<file path="src/mm_port_pkg.sv">
// Purpose: shared constants for the memory bus pointer port
// Assumes: one aligned 32-bit word per control register
// Notes:   offsets are byte addresses on the control bus
package mm_port_pkg;

    // ****************************************
    // build-time defaults
    // ****************************************
    localparam int DWIDTH_DEF    = 64;
    localparam int AWIDTH_DEF    = 64;
    localparam int PTR_W         = 64;
    localparam int ASPACE_DEF    = 1;
    localparam int LATENCY_DEF   = 1;
    localparam int MAXBURST_DEF  = 1;
    localparam int MAXBURST_MAX  = 1024;
    localparam int SITES_DEF     = 2;
    localparam int TAG_DEPTH_DEF = 8;

    typedef enum logic [1:0] {
        MODE_READWRITE,
        MODE_READONLY,
        MODE_WRITEONLY
    } rw_mode_t;

    // ****************************************
    // control register map
    // ****************************************
    localparam logic [7:0] OFS_CTRL    = 8'h00;
    localparam logic [7:0] OFS_BASE_LO = 8'h04;
    localparam logic [7:0] OFS_BASE_HI = 8'h08;
    localparam logic [7:0] OFS_STATUS  = 8'h0c;
    localparam logic [7:0] OFS_RDCNT   = 8'h10;
    localparam logic [7:0] OFS_WRCNT   = 8'h14;
    localparam logic [7:0] OFS_CONFIG  = 8'h18;
    localparam int         OFS_W       = 8;

    localparam int CTRL_EN_BIT     = 0;
    localparam int CTRL_CLR_BIT    = 1;
    localparam int STAT_CMD_BIT    = 0;
    localparam int STAT_STALL_BIT  = 1;
    localparam int STAT_WBURST_BIT = 2;
    localparam int STAT_TAGS_LSB   = 8;
    localparam int CFG_LAT_LSB     = 24;
    localparam int CFG_MODE_LSB    = 22;
    localparam int CFG_WREQ_BIT    = 21;
    localparam int CFG_ASPACE_LSB  = 12;

    localparam logic        CTRL_EN_RST = 1'b0;
    localparam logic [63:0] BASE_RST    = 64'h0;

endpackage

</file>
<file path="src/memory_bus_pointer_port.sv">
// Purpose: memory bus master port shared by the access sites of one address space
// Assumes: memory side and sites run on hclk; control over AHB-Lite
// Notes:   one instance per address space identifier
//
// Contract
// - data width power of two, 8..1024, default 64
// - address width 1..64, default 64
// - base pointer is always 64 bits wide
// - each address space gets its own bus
// - same-space sites arbitrated onto one bus
// - fixed latency default 1; zero means variable
// - max burst 1..1024 sizes the burstcount
// - fixed latency forces single-transfer bursts
// - site width is element size, base aligned
// - alignment bounds bytes coalesced per word
// - direction read-write, read-only or write-only
// - optional waitrequest input stalls requests
//
// Our own choices: the AHB-Lite register port and the placing of the registers.
`timescale 1ns/1ns
module memory_bus_pointer_port #(
    parameter int                        DWIDTH    = mm_port_pkg::DWIDTH_DEF,
    parameter int                        AWIDTH    = mm_port_pkg::AWIDTH_DEF,
    parameter int                        ASPACE    = mm_port_pkg::ASPACE_DEF,
    parameter int                        LATENCY   = mm_port_pkg::LATENCY_DEF,
    parameter int                        MAXBURST  = mm_port_pkg::MAXBURST_DEF,
    parameter int                        ALIGN     = DWIDTH / 8,
    parameter mm_port_pkg::rw_mode_t     MODE      = mm_port_pkg::MODE_READWRITE,
    parameter bit                        WAITREQ   = 1'b0,
    parameter int                        SITES     = mm_port_pkg::SITES_DEF,
    parameter int                        TAG_DEPTH = mm_port_pkg::TAG_DEPTH_DEF,
    parameter int                        IDXW      = (SITES > 1) ? $clog2(SITES) : 1,
    parameter int                        BCW       = $clog2(MAXBURST) + 1
) (
    input  wire logic                                    hclk,
    input  wire logic                                    hresetn,
    // control bus
    input  wire logic                                    hsel,
    input  wire logic [31:0]                             haddr,
    input  wire logic [1:0]                              htrans,
    input  wire logic                                    hwrite,
    input  wire logic [2:0]                              hsize,
    input  wire logic [31:0]                             hwdata,
    input  wire logic                                    hready,
    output logic                                         hreadyout,
    output logic      [31:0]                             hrdata,
    output logic                                         hresp,
    // access sites
    input  wire logic [SITES-1:0]                        site_req,
    input  wire logic [SITES-1:0]                        site_wr,
    input  wire logic [SITES-1:0][mm_port_pkg::PTR_W-1:0] site_offset,
    input  wire logic [SITES-1:0][DWIDTH-1:0]            site_wdata,
    input  wire logic [SITES-1:0][DWIDTH/8-1:0]          site_be,
    input  wire logic [SITES-1:0][BCW-1:0]               site_burst,
    output logic      [SITES-1:0]                        site_gnt,
    output logic                                         rsp_valid,
    output logic      [IDXW-1:0]                         rsp_site,
    output logic                                         rsp_last,
    output logic      [DWIDTH-1:0]                       rsp_data,
    // memory bus
    output logic      [AWIDTH-1:0]                       mm_address,
    output logic                                         mm_read,
    output logic                                         mm_write,
    output logic      [DWIDTH-1:0]                       mm_writedata,
    output logic      [DWIDTH/8-1:0]                     mm_byteenable,
    output logic      [BCW-1:0]                          mm_burstcount,
    input  wire logic [DWIDTH-1:0]                       mm_readdata,
    input  wire logic                                    mm_readdatavalid,
    input  wire logic                                    mm_waitrequest
);
    // ****************************************
    // derived build settings
    // ****************************************
    localparam int  BEW      = DWIDTH / 8;
    localparam int  MAXB_EFF = (LATENCY != 0) ? 1 : MAXBURST;
    localparam int  LP       = (LATENCY > 0) ? LATENCY : 1;
    localparam int  TW       = IDXW + BCW;
    localparam int  TCW      = $clog2(TAG_DEPTH + 1);
    localparam bit  CAN_RD   = (MODE != mm_port_pkg::MODE_WRITEONLY);
    localparam bit  CAN_WR   = (MODE != mm_port_pkg::MODE_READONLY);
    localparam logic [AWIDTH-1:0] WORD_MASK = ~(AWIDTH'(BEW - 1));

    // an illegal build setting leaves the port idle: no site is ever granted
    localparam bit  CFG_OK   = DWIDTH >= 8 && DWIDTH <= 1024 &&
                               (DWIDTH & (DWIDTH - 1)) == 0 &&
                               AWIDTH >= 1 && AWIDTH <= 64 &&
                               MAXBURST >= 1 && MAXBURST <= mm_port_pkg::MAXBURST_MAX &&
                               ASPACE >= 1;

    // ****************************************
    // control registers
    // ****************************************
    logic                          en_r;
    logic [mm_port_pkg::PTR_W-1:0] base_r;
    logic [31:0]                   rd_cnt_r;
    logic [31:0]                   wr_cnt_r;
    logic                          dp_rd_r;
    logic                          dp_wr_r;
    logic                          rd_done_r;
    logic [mm_port_pkg::OFS_W-1:0] dp_addr_r;
    logic [31:0]                   hrdata_r;
    logic [31:0]                   reg_mux;
    logic [31:0]                   status_word;
    logic [31:0]                   config_word;
    logic                          ap_valid;
    logic                          wr_commit;
    logic                          clr_cnt;

    // command stage and read tracking
    logic                    cmd_valid_r;
    logic                    cmd_wr_r;
    logic [AWIDTH-1:0]       cmd_addr_r;
    logic [BEW-1:0]          cmd_be_r;
    logic [DWIDTH-1:0]       cmd_data_r;
    logic [BCW-1:0]          cmd_burst_r;
    logic [BCW-1:0]          wbeats_r;
    logic [BCW-1:0]          rbeat_r;
    logic [LP-1:0]           lat_pipe_r;
    logic                    rsp_valid_r;
    logic [IDXW-1:0]         rsp_site_r;
    logic                    rsp_last_r;
    logic [DWIDTH-1:0]       rsp_data_r;
    logic [IDXW-1:0]         sel;
    logic                    sel_wr;
    logic                    sel_ok;
    logic                    in_burst;
    logic                    stall;
    logic                    take;
    logic                    issue;
    logic                    tag_full;
    logic [TW-1:0]           tag_head;
    logic [TCW-1:0]          tag_count;
    logic                    beat_valid;
    logic                    beat_last;
    logic [BCW-1:0]          sel_burst;
    logic [mm_port_pkg::PTR_W-1:0] addr_full;
    logic [BEW-1:0]          coal_mask;

    // ****************************************
    // AHB-Lite slave, reads take one wait state
    // ****************************************
    assign ap_valid    = hsel && htrans[1] && hready;
    assign wr_commit   = dp_wr_r && hready;
    assign clr_cnt     = wr_commit && (dp_addr_r == mm_port_pkg::OFS_CTRL)
                         && hwdata[mm_port_pkg::CTRL_CLR_BIT];
    assign hreadyout   = !(dp_rd_r && !rd_done_r);
    assign hrdata      = hrdata_r;
    assign hresp       = 1'b0;

    assign status_word = (32'(tag_count) << mm_port_pkg::STAT_TAGS_LSB)
                       | (32'(in_burst) << mm_port_pkg::STAT_WBURST_BIT)
                       | (32'(cmd_valid_r && stall) << mm_port_pkg::STAT_STALL_BIT)
                       | (32'(cmd_valid_r) << mm_port_pkg::STAT_CMD_BIT);
    assign config_word = (32'(LATENCY[7:0]) << mm_port_pkg::CFG_LAT_LSB)
                       | (32'(MODE) << mm_port_pkg::CFG_MODE_LSB)
                       | (32'(WAITREQ) << mm_port_pkg::CFG_WREQ_BIT)
                       | (32'(ASPACE[7:0]) << mm_port_pkg::CFG_ASPACE_LSB)
                       | 32'(MAXB_EFF);
    assign reg_mux =
        (dp_addr_r == mm_port_pkg::OFS_CTRL)    ? 32'(en_r)       :
        (dp_addr_r == mm_port_pkg::OFS_BASE_LO) ? base_r[31:0]    :
        (dp_addr_r == mm_port_pkg::OFS_BASE_HI) ? base_r[63:32]   :
        (dp_addr_r == mm_port_pkg::OFS_STATUS)  ? status_word     :
        (dp_addr_r == mm_port_pkg::OFS_RDCNT)   ? rd_cnt_r        :
        (dp_addr_r == mm_port_pkg::OFS_WRCNT)   ? wr_cnt_r        :
        (dp_addr_r == mm_port_pkg::OFS_CONFIG)  ? config_word     : 32'h0000_0000;

    always_ff @(posedge hclk or negedge hresetn) begin
        if (!hresetn) begin
            dp_rd_r   <= 1'b0;
            dp_wr_r   <= 1'b0;
            rd_done_r <= 1'b0;
            dp_addr_r <= '0;
            hrdata_r  <= 32'h0000_0000;
        end else begin
            if (hready) begin
                dp_rd_r   <= ap_valid && !hwrite;
                dp_wr_r   <= ap_valid && hwrite;
                dp_addr_r <= haddr[mm_port_pkg::OFS_W-1:0];
                rd_done_r <= 1'b0;
            end else begin
                rd_done_r <= 1'b1;
            end
            if (dp_rd_r && !rd_done_r) begin
                hrdata_r <= reg_mux;
            end
        end
    end

    // counters: an issue in the clearing cycle is still counted
    always_ff @(posedge hclk or negedge hresetn) begin
        if (!hresetn) begin
            en_r     <= mm_port_pkg::CTRL_EN_RST;
            base_r   <= mm_port_pkg::BASE_RST;
            rd_cnt_r <= 32'h0000_0000;
            wr_cnt_r <= 32'h0000_0000;
        end else begin
            if (wr_commit && dp_addr_r == mm_port_pkg::OFS_CTRL) begin
                en_r <= hwdata[mm_port_pkg::CTRL_EN_BIT];
            end
            if (wr_commit && dp_addr_r == mm_port_pkg::OFS_BASE_LO) begin
                base_r[31:0] <= hwdata;
            end
            if (wr_commit && dp_addr_r == mm_port_pkg::OFS_BASE_HI) begin
                base_r[63:32] <= hwdata;
            end
            rd_cnt_r <= (clr_cnt ? 32'h0000_0000 : rd_cnt_r) + 32'(issue && !cmd_wr_r);
            wr_cnt_r <= (clr_cnt ? 32'h0000_0000 : wr_cnt_r) + 32'(issue && cmd_wr_r);
        end
    end

    // ****************************************
    // site arbitration and address forming
    // ****************************************
    mm_site_arbiter #(
        .N    (SITES),
        .IDXW (IDXW)
    ) u_arb (
        .hclk      (hclk),
        .hresetn   (hresetn),
        .req       (site_req),
        .hold      (in_burst),
        .taken     (take),
        .grant_idx (sel)
    );

    assign in_burst  = (wbeats_r != '0);
    assign sel_wr    = site_wr[sel];
    assign sel_burst = (MAXB_EFF == 1) ? BCW'(1) : site_burst[sel];
    assign addr_full = base_r + site_offset[sel];
    assign stall     = WAITREQ && mm_waitrequest;
    // a burst continuation only takes further write beats from the held site
    assign sel_ok    = CFG_OK && site_req[sel] &&
                       (in_burst ? sel_wr : en_r && (sel_wr ? CAN_WR : CAN_RD && !tag_full));
    assign take      = sel_ok && (!cmd_valid_r || !stall);
    assign issue     = cmd_valid_r && !stall;

    for (genvar g = 0; g < SITES; g++) begin : g_gnt
        assign site_gnt[g] = take && (sel == IDXW'(g));
    end

    // lanes outside the aligned group of the access are never merged in
    for (genvar g = 0; g < BEW; g++) begin : g_coal
        if (ALIGN >= BEW) begin : g_all
            assign coal_mask[g] = 1'b1;
        end else begin : g_grp
            assign coal_mask[g] = ((int'(addr_full[$clog2(BEW)-1:0]) / ALIGN) == (g / ALIGN));
        end
    end

    // ****************************************
    // command stage
    // ****************************************
    always_ff @(posedge hclk or negedge hresetn) begin
        if (!hresetn) begin
            cmd_valid_r <= 1'b0;
            cmd_wr_r    <= 1'b0;
            cmd_addr_r  <= '0;
            cmd_be_r    <= '0;
            cmd_data_r  <= '0;
            cmd_burst_r <= '0;
            wbeats_r    <= '0;
        end else if (take) begin
            cmd_valid_r <= 1'b1;
            cmd_be_r    <= site_be[sel] & coal_mask;
            cmd_data_r  <= site_wdata[sel];
            if (!in_burst) begin
                cmd_wr_r    <= sel_wr;
                cmd_addr_r  <= addr_full[AWIDTH-1:0] & WORD_MASK;
                cmd_burst_r <= sel_burst;
                wbeats_r    <= sel_wr ? sel_burst - 1'b1 : '0;
            end else begin
                wbeats_r    <= wbeats_r - 1'b1;
            end
        end else if (issue) begin
            cmd_valid_r <= 1'b0;
        end
    end

    assign mm_address    = cmd_addr_r;
    assign mm_read       = CAN_RD && cmd_valid_r && !cmd_wr_r;
    assign mm_write      = CAN_WR && cmd_valid_r && cmd_wr_r;
    assign mm_writedata  = CAN_WR ? cmd_data_r : '0;
    assign mm_byteenable = cmd_be_r;
    assign mm_burstcount = cmd_burst_r;

    // ****************************************
    // read return, in issue order
    // ****************************************
    // tag is pushed when the read enters the command stage, a cycle
    // ahead of issue, so the head register is ready for the first beat
    mm_tag_fifo #(
        .W     (TW),
        .DEPTH (TAG_DEPTH),
        .CW    (TCW)
    ) u_tags (
        .hclk      (hclk),
        .hresetn   (hresetn),
        .push      (take && !in_burst && !sel_wr),
        .push_data ({sel, sel_burst}),
        .pop       (beat_valid && beat_last),
        .head_r    (tag_head),
        .count_r   (tag_count),
        .full      (tag_full)
    );

    // fixed latency: data is valid exactly LATENCY cycles after issue
    assign beat_valid = (LATENCY == 0) ? mm_readdatavalid : lat_pipe_r[LP-1];
    assign beat_last  = (rbeat_r + 1'b1 == tag_head[BCW-1:0]);

    always_ff @(posedge hclk or negedge hresetn) begin
        if (!hresetn) begin
            lat_pipe_r  <= '0;
            rbeat_r     <= '0;
            rsp_valid_r <= 1'b0;
            rsp_site_r  <= '0;
            rsp_last_r  <= 1'b0;
            rsp_data_r  <= '0;
        end else begin
            lat_pipe_r  <= LP'({lat_pipe_r, issue && !cmd_wr_r});
            rsp_valid_r <= beat_valid;
            if (beat_valid) begin
                rbeat_r    <= beat_last ? '0 : rbeat_r + 1'b1;
                rsp_site_r <= tag_head[TW-1:BCW];
                rsp_last_r <= beat_last;
                rsp_data_r <= mm_readdata;
            end
        end
    end

    assign rsp_valid = rsp_valid_r;
    assign rsp_site  = rsp_site_r;
    assign rsp_last  = rsp_last_r;
    assign rsp_data  = rsp_data_r;
endmodule

</file>
<file path="src/mm_site_arbiter.sv">
// Purpose: round-robin choice among access sites of one address space
// Assumes: requests come from logic on the same clock
// Notes:   hold freezes the choice, used while a write burst streams
`timescale 1ns/1ns
module mm_site_arbiter #(
    parameter int N    = 2,
    parameter int IDXW = (N > 1) ? $clog2(N) : 1
) (
    input  wire logic            hclk,
    input  wire logic            hresetn,
    input  wire logic [N-1:0]    req,
    input  wire logic            hold,
    input  wire logic            taken,
    output logic      [IDXW-1:0] grant_idx
);
    logic [IDXW-1:0] last_r;
    logic [IDXW-1:0] pick;

    // search starts after the last winner so no site starves
    always_comb begin
        logic [IDXW-1:0] cand;
        pick = last_r;
        cand = last_r;
        for (int k = 1; k <= N; k++) begin
            cand = IDXW'((int'(last_r) + N + 1 - k) % N);
            if (req[cand]) begin
                pick = cand;
            end
        end
    end

    assign grant_idx = hold ? last_r : pick;

    always_ff @(posedge hclk or negedge hresetn) begin
        if (!hresetn) begin
            last_r <= '0;
        end else if (taken) begin
            last_r <= grant_idx;
        end
    end
endmodule

</file>
<file path="src/mm_tag_fifo.sv">
// Purpose: in-order record of outstanding reads
// Assumes: an entry is pushed at least two edges before it is needed
// Notes:   head word comes out of a register
`timescale 1ns/1ns
module mm_tag_fifo #(
    parameter int W     = 8,
    parameter int DEPTH = 8,
    parameter int CW    = $clog2(DEPTH + 1)
) (
    input  wire logic          hclk,
    input  wire logic          hresetn,
    input  wire logic          push,
    input  wire logic [W-1:0]  push_data,
    input  wire logic          pop,
    output logic      [W-1:0]  head_r,
    output logic      [CW-1:0] count_r,
    output logic               full
);
    localparam int PW = (DEPTH > 1) ? $clog2(DEPTH) : 1;

    logic [W-1:0]  mem [DEPTH];
    logic [PW-1:0] wr_ptr_r;
    logic [PW-1:0] rd_ptr_r;
    logic [PW-1:0] rd_ptr_nxt;

    assign full       = (count_r == CW'(DEPTH));
    assign rd_ptr_nxt = !pop ? rd_ptr_r :
                        (rd_ptr_r == PW'(DEPTH - 1)) ? '0 : rd_ptr_r + 1'b1;

    always_ff @(posedge hclk) begin
        if (push) begin
            mem[wr_ptr_r] <= push_data;
        end
    end

    always_ff @(posedge hclk or negedge hresetn) begin
        if (!hresetn) begin
            wr_ptr_r <= '0;
            rd_ptr_r <= '0;
            count_r  <= '0;
            head_r   <= '0;
        end else begin
            if (push) begin
                wr_ptr_r <= (wr_ptr_r == PW'(DEPTH - 1)) ? '0 : wr_ptr_r + 1'b1;
            end
            rd_ptr_r <= rd_ptr_nxt;
            count_r  <= count_r + CW'(push) - CW'(pop);
            head_r   <= mem[rd_ptr_nxt];
        end
    end
endmodule

</file>
<file path="config.mk">
export PLATFORM = sky130hd
export DESIGN_NAME = memory_bus_pointer_port
export DESIGN_NICKNAME = d
export VERILOG_FILES = /design/src/mm_port_pkg.sv /design/src/memory_bus_pointer_port.sv /design/src/mm_site_arbiter.sv /design/src/mm_tag_fifo.sv
export SDC_FILE = /design/constraint.sdc
export NUM_CORES = 1
export LEC_CHECK = 0
export BUFFER_PORTS_ARGS = -buffer_cell sky130_fd_sc_hd__clkbuf_2
export CORE_AREA = 3 3 259 261
export CTS_CLUSTER_DIAMETER = 100
export CTS_CLUSTER_SIZE = 14
export DETAILED_ROUTE_END_ITERATION = 10
export DIE_AREA = 0 0 262 264
export HOLD_SLACK_MARGIN = 0.03
export PLACE_DENSITY = 0.64
export SYNTH_ARGS = -nofsm -noshare
export SYNTH_HDL_FRONTEND = slang
export SYNTH_SLANG_ARGS = --single-unit
export TNS_END_PERCENT = 50
</file>
<file path="constraint.sdc">
create_clock -name hclk -period 4.2 [get_ports hclk]
set_input_delay 0.21 -clock hclk [delete_from_list [all_inputs] [get_ports hclk]]
set_output_delay 0.21 -clock hclk [all_outputs]
set_load 0.02 [all_outputs]
</file>
==> summary.md <==
| Metric | Value |
|---|---|
| Outcome | finished clean |
| Max_cap viols | 0 |
| WP data required | 4.62 ns |
| Warnings, synthesis | 0 |
| Slew Viols, Final | 0 |
| Root buf cell | clkbuf_16 |
| CP max stage cell | o41a_1 |
| Gpl congestion | 0.8969 |
| Pre-Repair DR Iteration Count | 8 |
| Origin of the critical flop-to-flop path | u_arb.last_r$_DFFE_PN0N_ |
| DIE AREA | 69170 um2 |
| Post-layout min period | 4.057 ns |
| Setup Crit Path Kind | reg -> reg |
| Hold Path Depth | 2 |
| Hold Violations, Final | 0 |
| CTS Buf Count | 35 |
| Global route overflow | 0 |
| Max Clk Rate | 246.5 MHz |
| Max incr delay on CP | 0.41 ns |
| Clock-pin transition on the worst setup and hold timing paths | 0.07 ns |
| Global-route wire length before repair | 123.5 mm |
| Synth-to-Final Area Change | 37.62% |
| RSZ-0062 raised after global routing | yes |
| Cell area after synthesis | 21290 um2 |
| Cells after Synth | 2303 |
| Reg2Reg Setup Slack | 0.14 ns |
| Mapped Avg Cell Area | 9.246 um2 |
| Critical Path AT | 4.48 ns |
| Reg2Reg Depth | 17 |
| Rows | 93 |
| Final nets | 3657 |
| Post-synth EDFFs | 8 |
| CTS H-tree depth | 2 |
| Hold EP | base_r[1]$_DFFE_PN0P_ |
| Part of the Yosys area used for sequential elements | 46.96% |
| Antenna violations before repair | 22 |
| IO Pins | 660 |
| Crit path max-delay family | simple AND/OR/NAND/NOR gates |
| Total core area | 64700 um2 |
| Leakage power | 14.72 nW |
| Clk sink count | 398 |
| Worst Max-Slew Pin Slew | 1.142 ns |
| FFs w/ async S/R, synth | 97.99% |
| Chip width | 262 um |
| HP Class | in -> reg |
| Total negative slack | 0 ns |
| DR iter-0 viols | 1608 |
| Total global routing track utilization | 23.37% |
| Initial Util | 32.91% |
| Routed WL per cell | 20.65 um |
| Post-DP HPWL | 63.20 mm |
| Yosys reg bits | 398 |
| Post-DRT Antenna Nets | 0 |
| Slew HR | 23.83% |
| Final period util | 96.61% |
| Crit Path Max Fanout | 37 |
| Top FF cell, synth | dfrtp_1 |
| DRC | 0 |
| Setup violations, final | 0 |
| Reg2reg end | mm_address[58]$_DFFE_PN0N_ |
| VDD IR max | 398.8 uV |
| CP Launch Type | flip-flop |
| Cell variety after synth | 63 |
| CTS tree | done |
| Nature of the critical path endpoint | flip-flop |
| Die H | 264 um |
| Pin count of the biggest net entering global routing | 150 |
| Worst path bufs/invs | 2 |
| Vias in the first global route | 20250 |
| Share of cells above drive strength 1 | 28.93% |
| IO Port Bufs | 623 |
| Routed vias | 20570 |
| Vias per cell | 5.104 |
| CP Cell Sequence | or2_1 > nand2_4 > inv_6 > nand2_1 > nand2_1 > ha_4 > nand4_1 > nor4_4 > nand3_1 > nor4b_2 > nor3_1 > o41a_1 > buf_4 > o41ai_4 > a31oi_1 > xor2_1 > o21ai_1 |
| Pwr/cell area | 513.3 nW/um2 |
| Hold Crit Start | hwdata[1] |
| Total power | 0.01504 W |
| Worst skew pair latency | 0.55 ns |
| Clock Path Buffers | 3 |
| Wirelength, routed | 83.21 mm |
| Skew final | 0.03066 ns |
| Crit path top cell by count | nand2_1 |
cell type report:
cell class	instances	area, um2
fillers	6226	35390
clock inverters	3	25.02
diodes	12	30.03
multi-input cells	1744	10860
flip-flops and latches	398	10000
repair buffers	945	6255
well taps	855	1070
clock buffers	41	940.9
inverters	32	127.6
power breakdown:
part           leakage [nW]  switching [W]  total, W  internal, W
logic                  9.05        0.00405   0.00665      0.00260
clock network         0.475        0.00147   0.00306      0.00158
registers              5.20       0.000576   0.00534      0.00476
total                  14.7        0.00610    0.0150      0.00894
cell families (layout without fill, tap and decap cells):
group                      count (synthesis)  in the layout  share of synthesized area (%)
other                                      2             17                        0.03527
DFF                                      398            398                          46.96
AOI/OAI and AO/OA                        497            497                          14.50
muxes                                    153            153                          8.038
buffers and inverters                    164           1021                          2.973
adders and majority gates                 83             83                          4.912
xor gates and xnor gates                 111            111                          4.565
and+or+nand+nor                          895            895                          18.02
cells in the mapped netlist, drive strengths merged, types with 2 or more instances:
| master | number | share of area, % |
|---|---|---|
| and3 | 28 | 0.82 |
| a211oi | 7 | 0.25 |
| mux2i | 9 | 0.42 |
| a222oi | 5 | 0.24 |
| o31ai | 4 | 0.14 |
| a41oi | 4 | 0.16 |
| o31a | 2 | 0.082 |
| nand4 | 25 | 0.76 |
| o21bai | 8 | 0.28 |
| o41ai | 4 | 0.29 |
| nand3 | 41 | 0.96 |
| o211ai | 5 | 0.18 |
| nor2b | 7 | 0.21 |
| inv | 31 | 0.55 |
| xnor2 | 44 | 1.8 |
| nand2b | 8 | 0.24 |
| or2 | 2 | 0.059 |
| a31oi | 81 | 2.4 |
| o21a | 9 | 0.32 |
| nand2 | 538 | 9.5 |
| o21ai | 157 | 3.7 |
| conb | 2 | 0.035 |
| or4 | 3 | 0.11 |
| buf | 21 | 0.44 |
| a21oi | 117 | 2.7 |
| edfxtp | 8 | 1.1 |
| ha | 82 | 4.8 |
| nor3 | 18 | 0.42 |
| or3 | 14 | 0.41 |
| nor3b | 24 | 0.85 |
| a221oi | 9 | 0.37 |
| a221o | 24 | 1.1 |
| mux2 | 144 | 7.6 |
| and4 | 3 | 0.12 |
| nor2 | 165 | 2.9 |
| nor4 | 8 | 0.31 |
| dfrtp | 390 | 46 |
| clkbuf | 111 | 2.0 |
| a21o | 50 | 1.8 |
| xor2 | 67 | 2.8 |
| and2 | 10 | 0.29 |
flip-flops by register name (all words and copies together) (netlist names), 2 cells and up:
register	flops
mm_writedata	64
u_tags.wr_ptr_r	3
u_tags.mem	8
hrdata	32
u_tags.head_r	2
wr_cnt_r	32
u_tags.count_r	4
mm_byteenable	8
dp_addr_r	8
rsp_data	64
rd_cnt_r	32
u_tags.rd_ptr_r	3
base_r	64
mm_address	61
through the flow:
step                      setup slack [ns]  std cells  util [%]  hold slack (ns)  cell area, um2
after global routing              -0.03751       4024     45.27          0.05341           29290
final                               0.1425       4030     45.29          0.07929           29300
after detailed placement          -0.02983       3718     39.56           0.2499           25590
after global placement             0.04950       3718     39.56           0.2494           25590
after CTS                          0.06342       4014     44.96          0.03839           29090
after floorplan                    0.03363       2306         -         -0.08559           21310
repair_timing:
item / CTS / global route
pin swaps: 2 / 6
hold buffers: 252 / 0
endpoints found under the setup margin: 3 / 17
setup buffers: 0 / 4
endpoints found under the hold margin: 284 / 0
gates resized for setup: 1 / 32
cell usage in the layout, fill, tap and decap left out, types with 67 or more instances in the layout:
cell type        n
a21oi_1        116
o21ai_0        148
clkbuf_2       622
nor2_1         163
ha_1            73
mux2_2         144
a31oi_1         81
xor2_1          67
dlygate4sd3_1  252
nand2_1        536
dfrtp_1        389
worst max-delay path by stage:
stage,from,end,cells after the start
final,u_arb.last_r$_DFFE_PN0N_,mm_address[58]$_DFFE_PN0N_,17
after global routing,u_arb.last_r$_DFFE_PN0N_,mm_address[58]$_DFFE_PN0N_,18
after CTS,u_arb.last_r$_DFFE_PN0N_,mm_address[42]$_DFFE_PN0N_,17
after detailed placement,u_arb.last_r$_DFFE_PN0N_,mm_address[61]$_DFFE_PN0N_,18
after global placement,u_arb.last_r$_DFFE_PN0N_,mm_address[61]$_DFFE_PN0N_,18
after floorplan,u_arb.last_r$_DFFE_PN0N_,mm_address[58]$_DFFE_PN0N_,20
per-layer routing:
metal / global-route usage [%] / up-vias / part of all wire [%]
met5: 0 / - / 0.11
met4: 8.628 / 14 / 4.1
met3: 5.819 / 166 / 7.9
met2: 37.07 / 749 / 46
met1: 30.80 / 9927 / 42
li1: - / 9715 / -
Note: power is estimated with default switching activity, not from simulation.
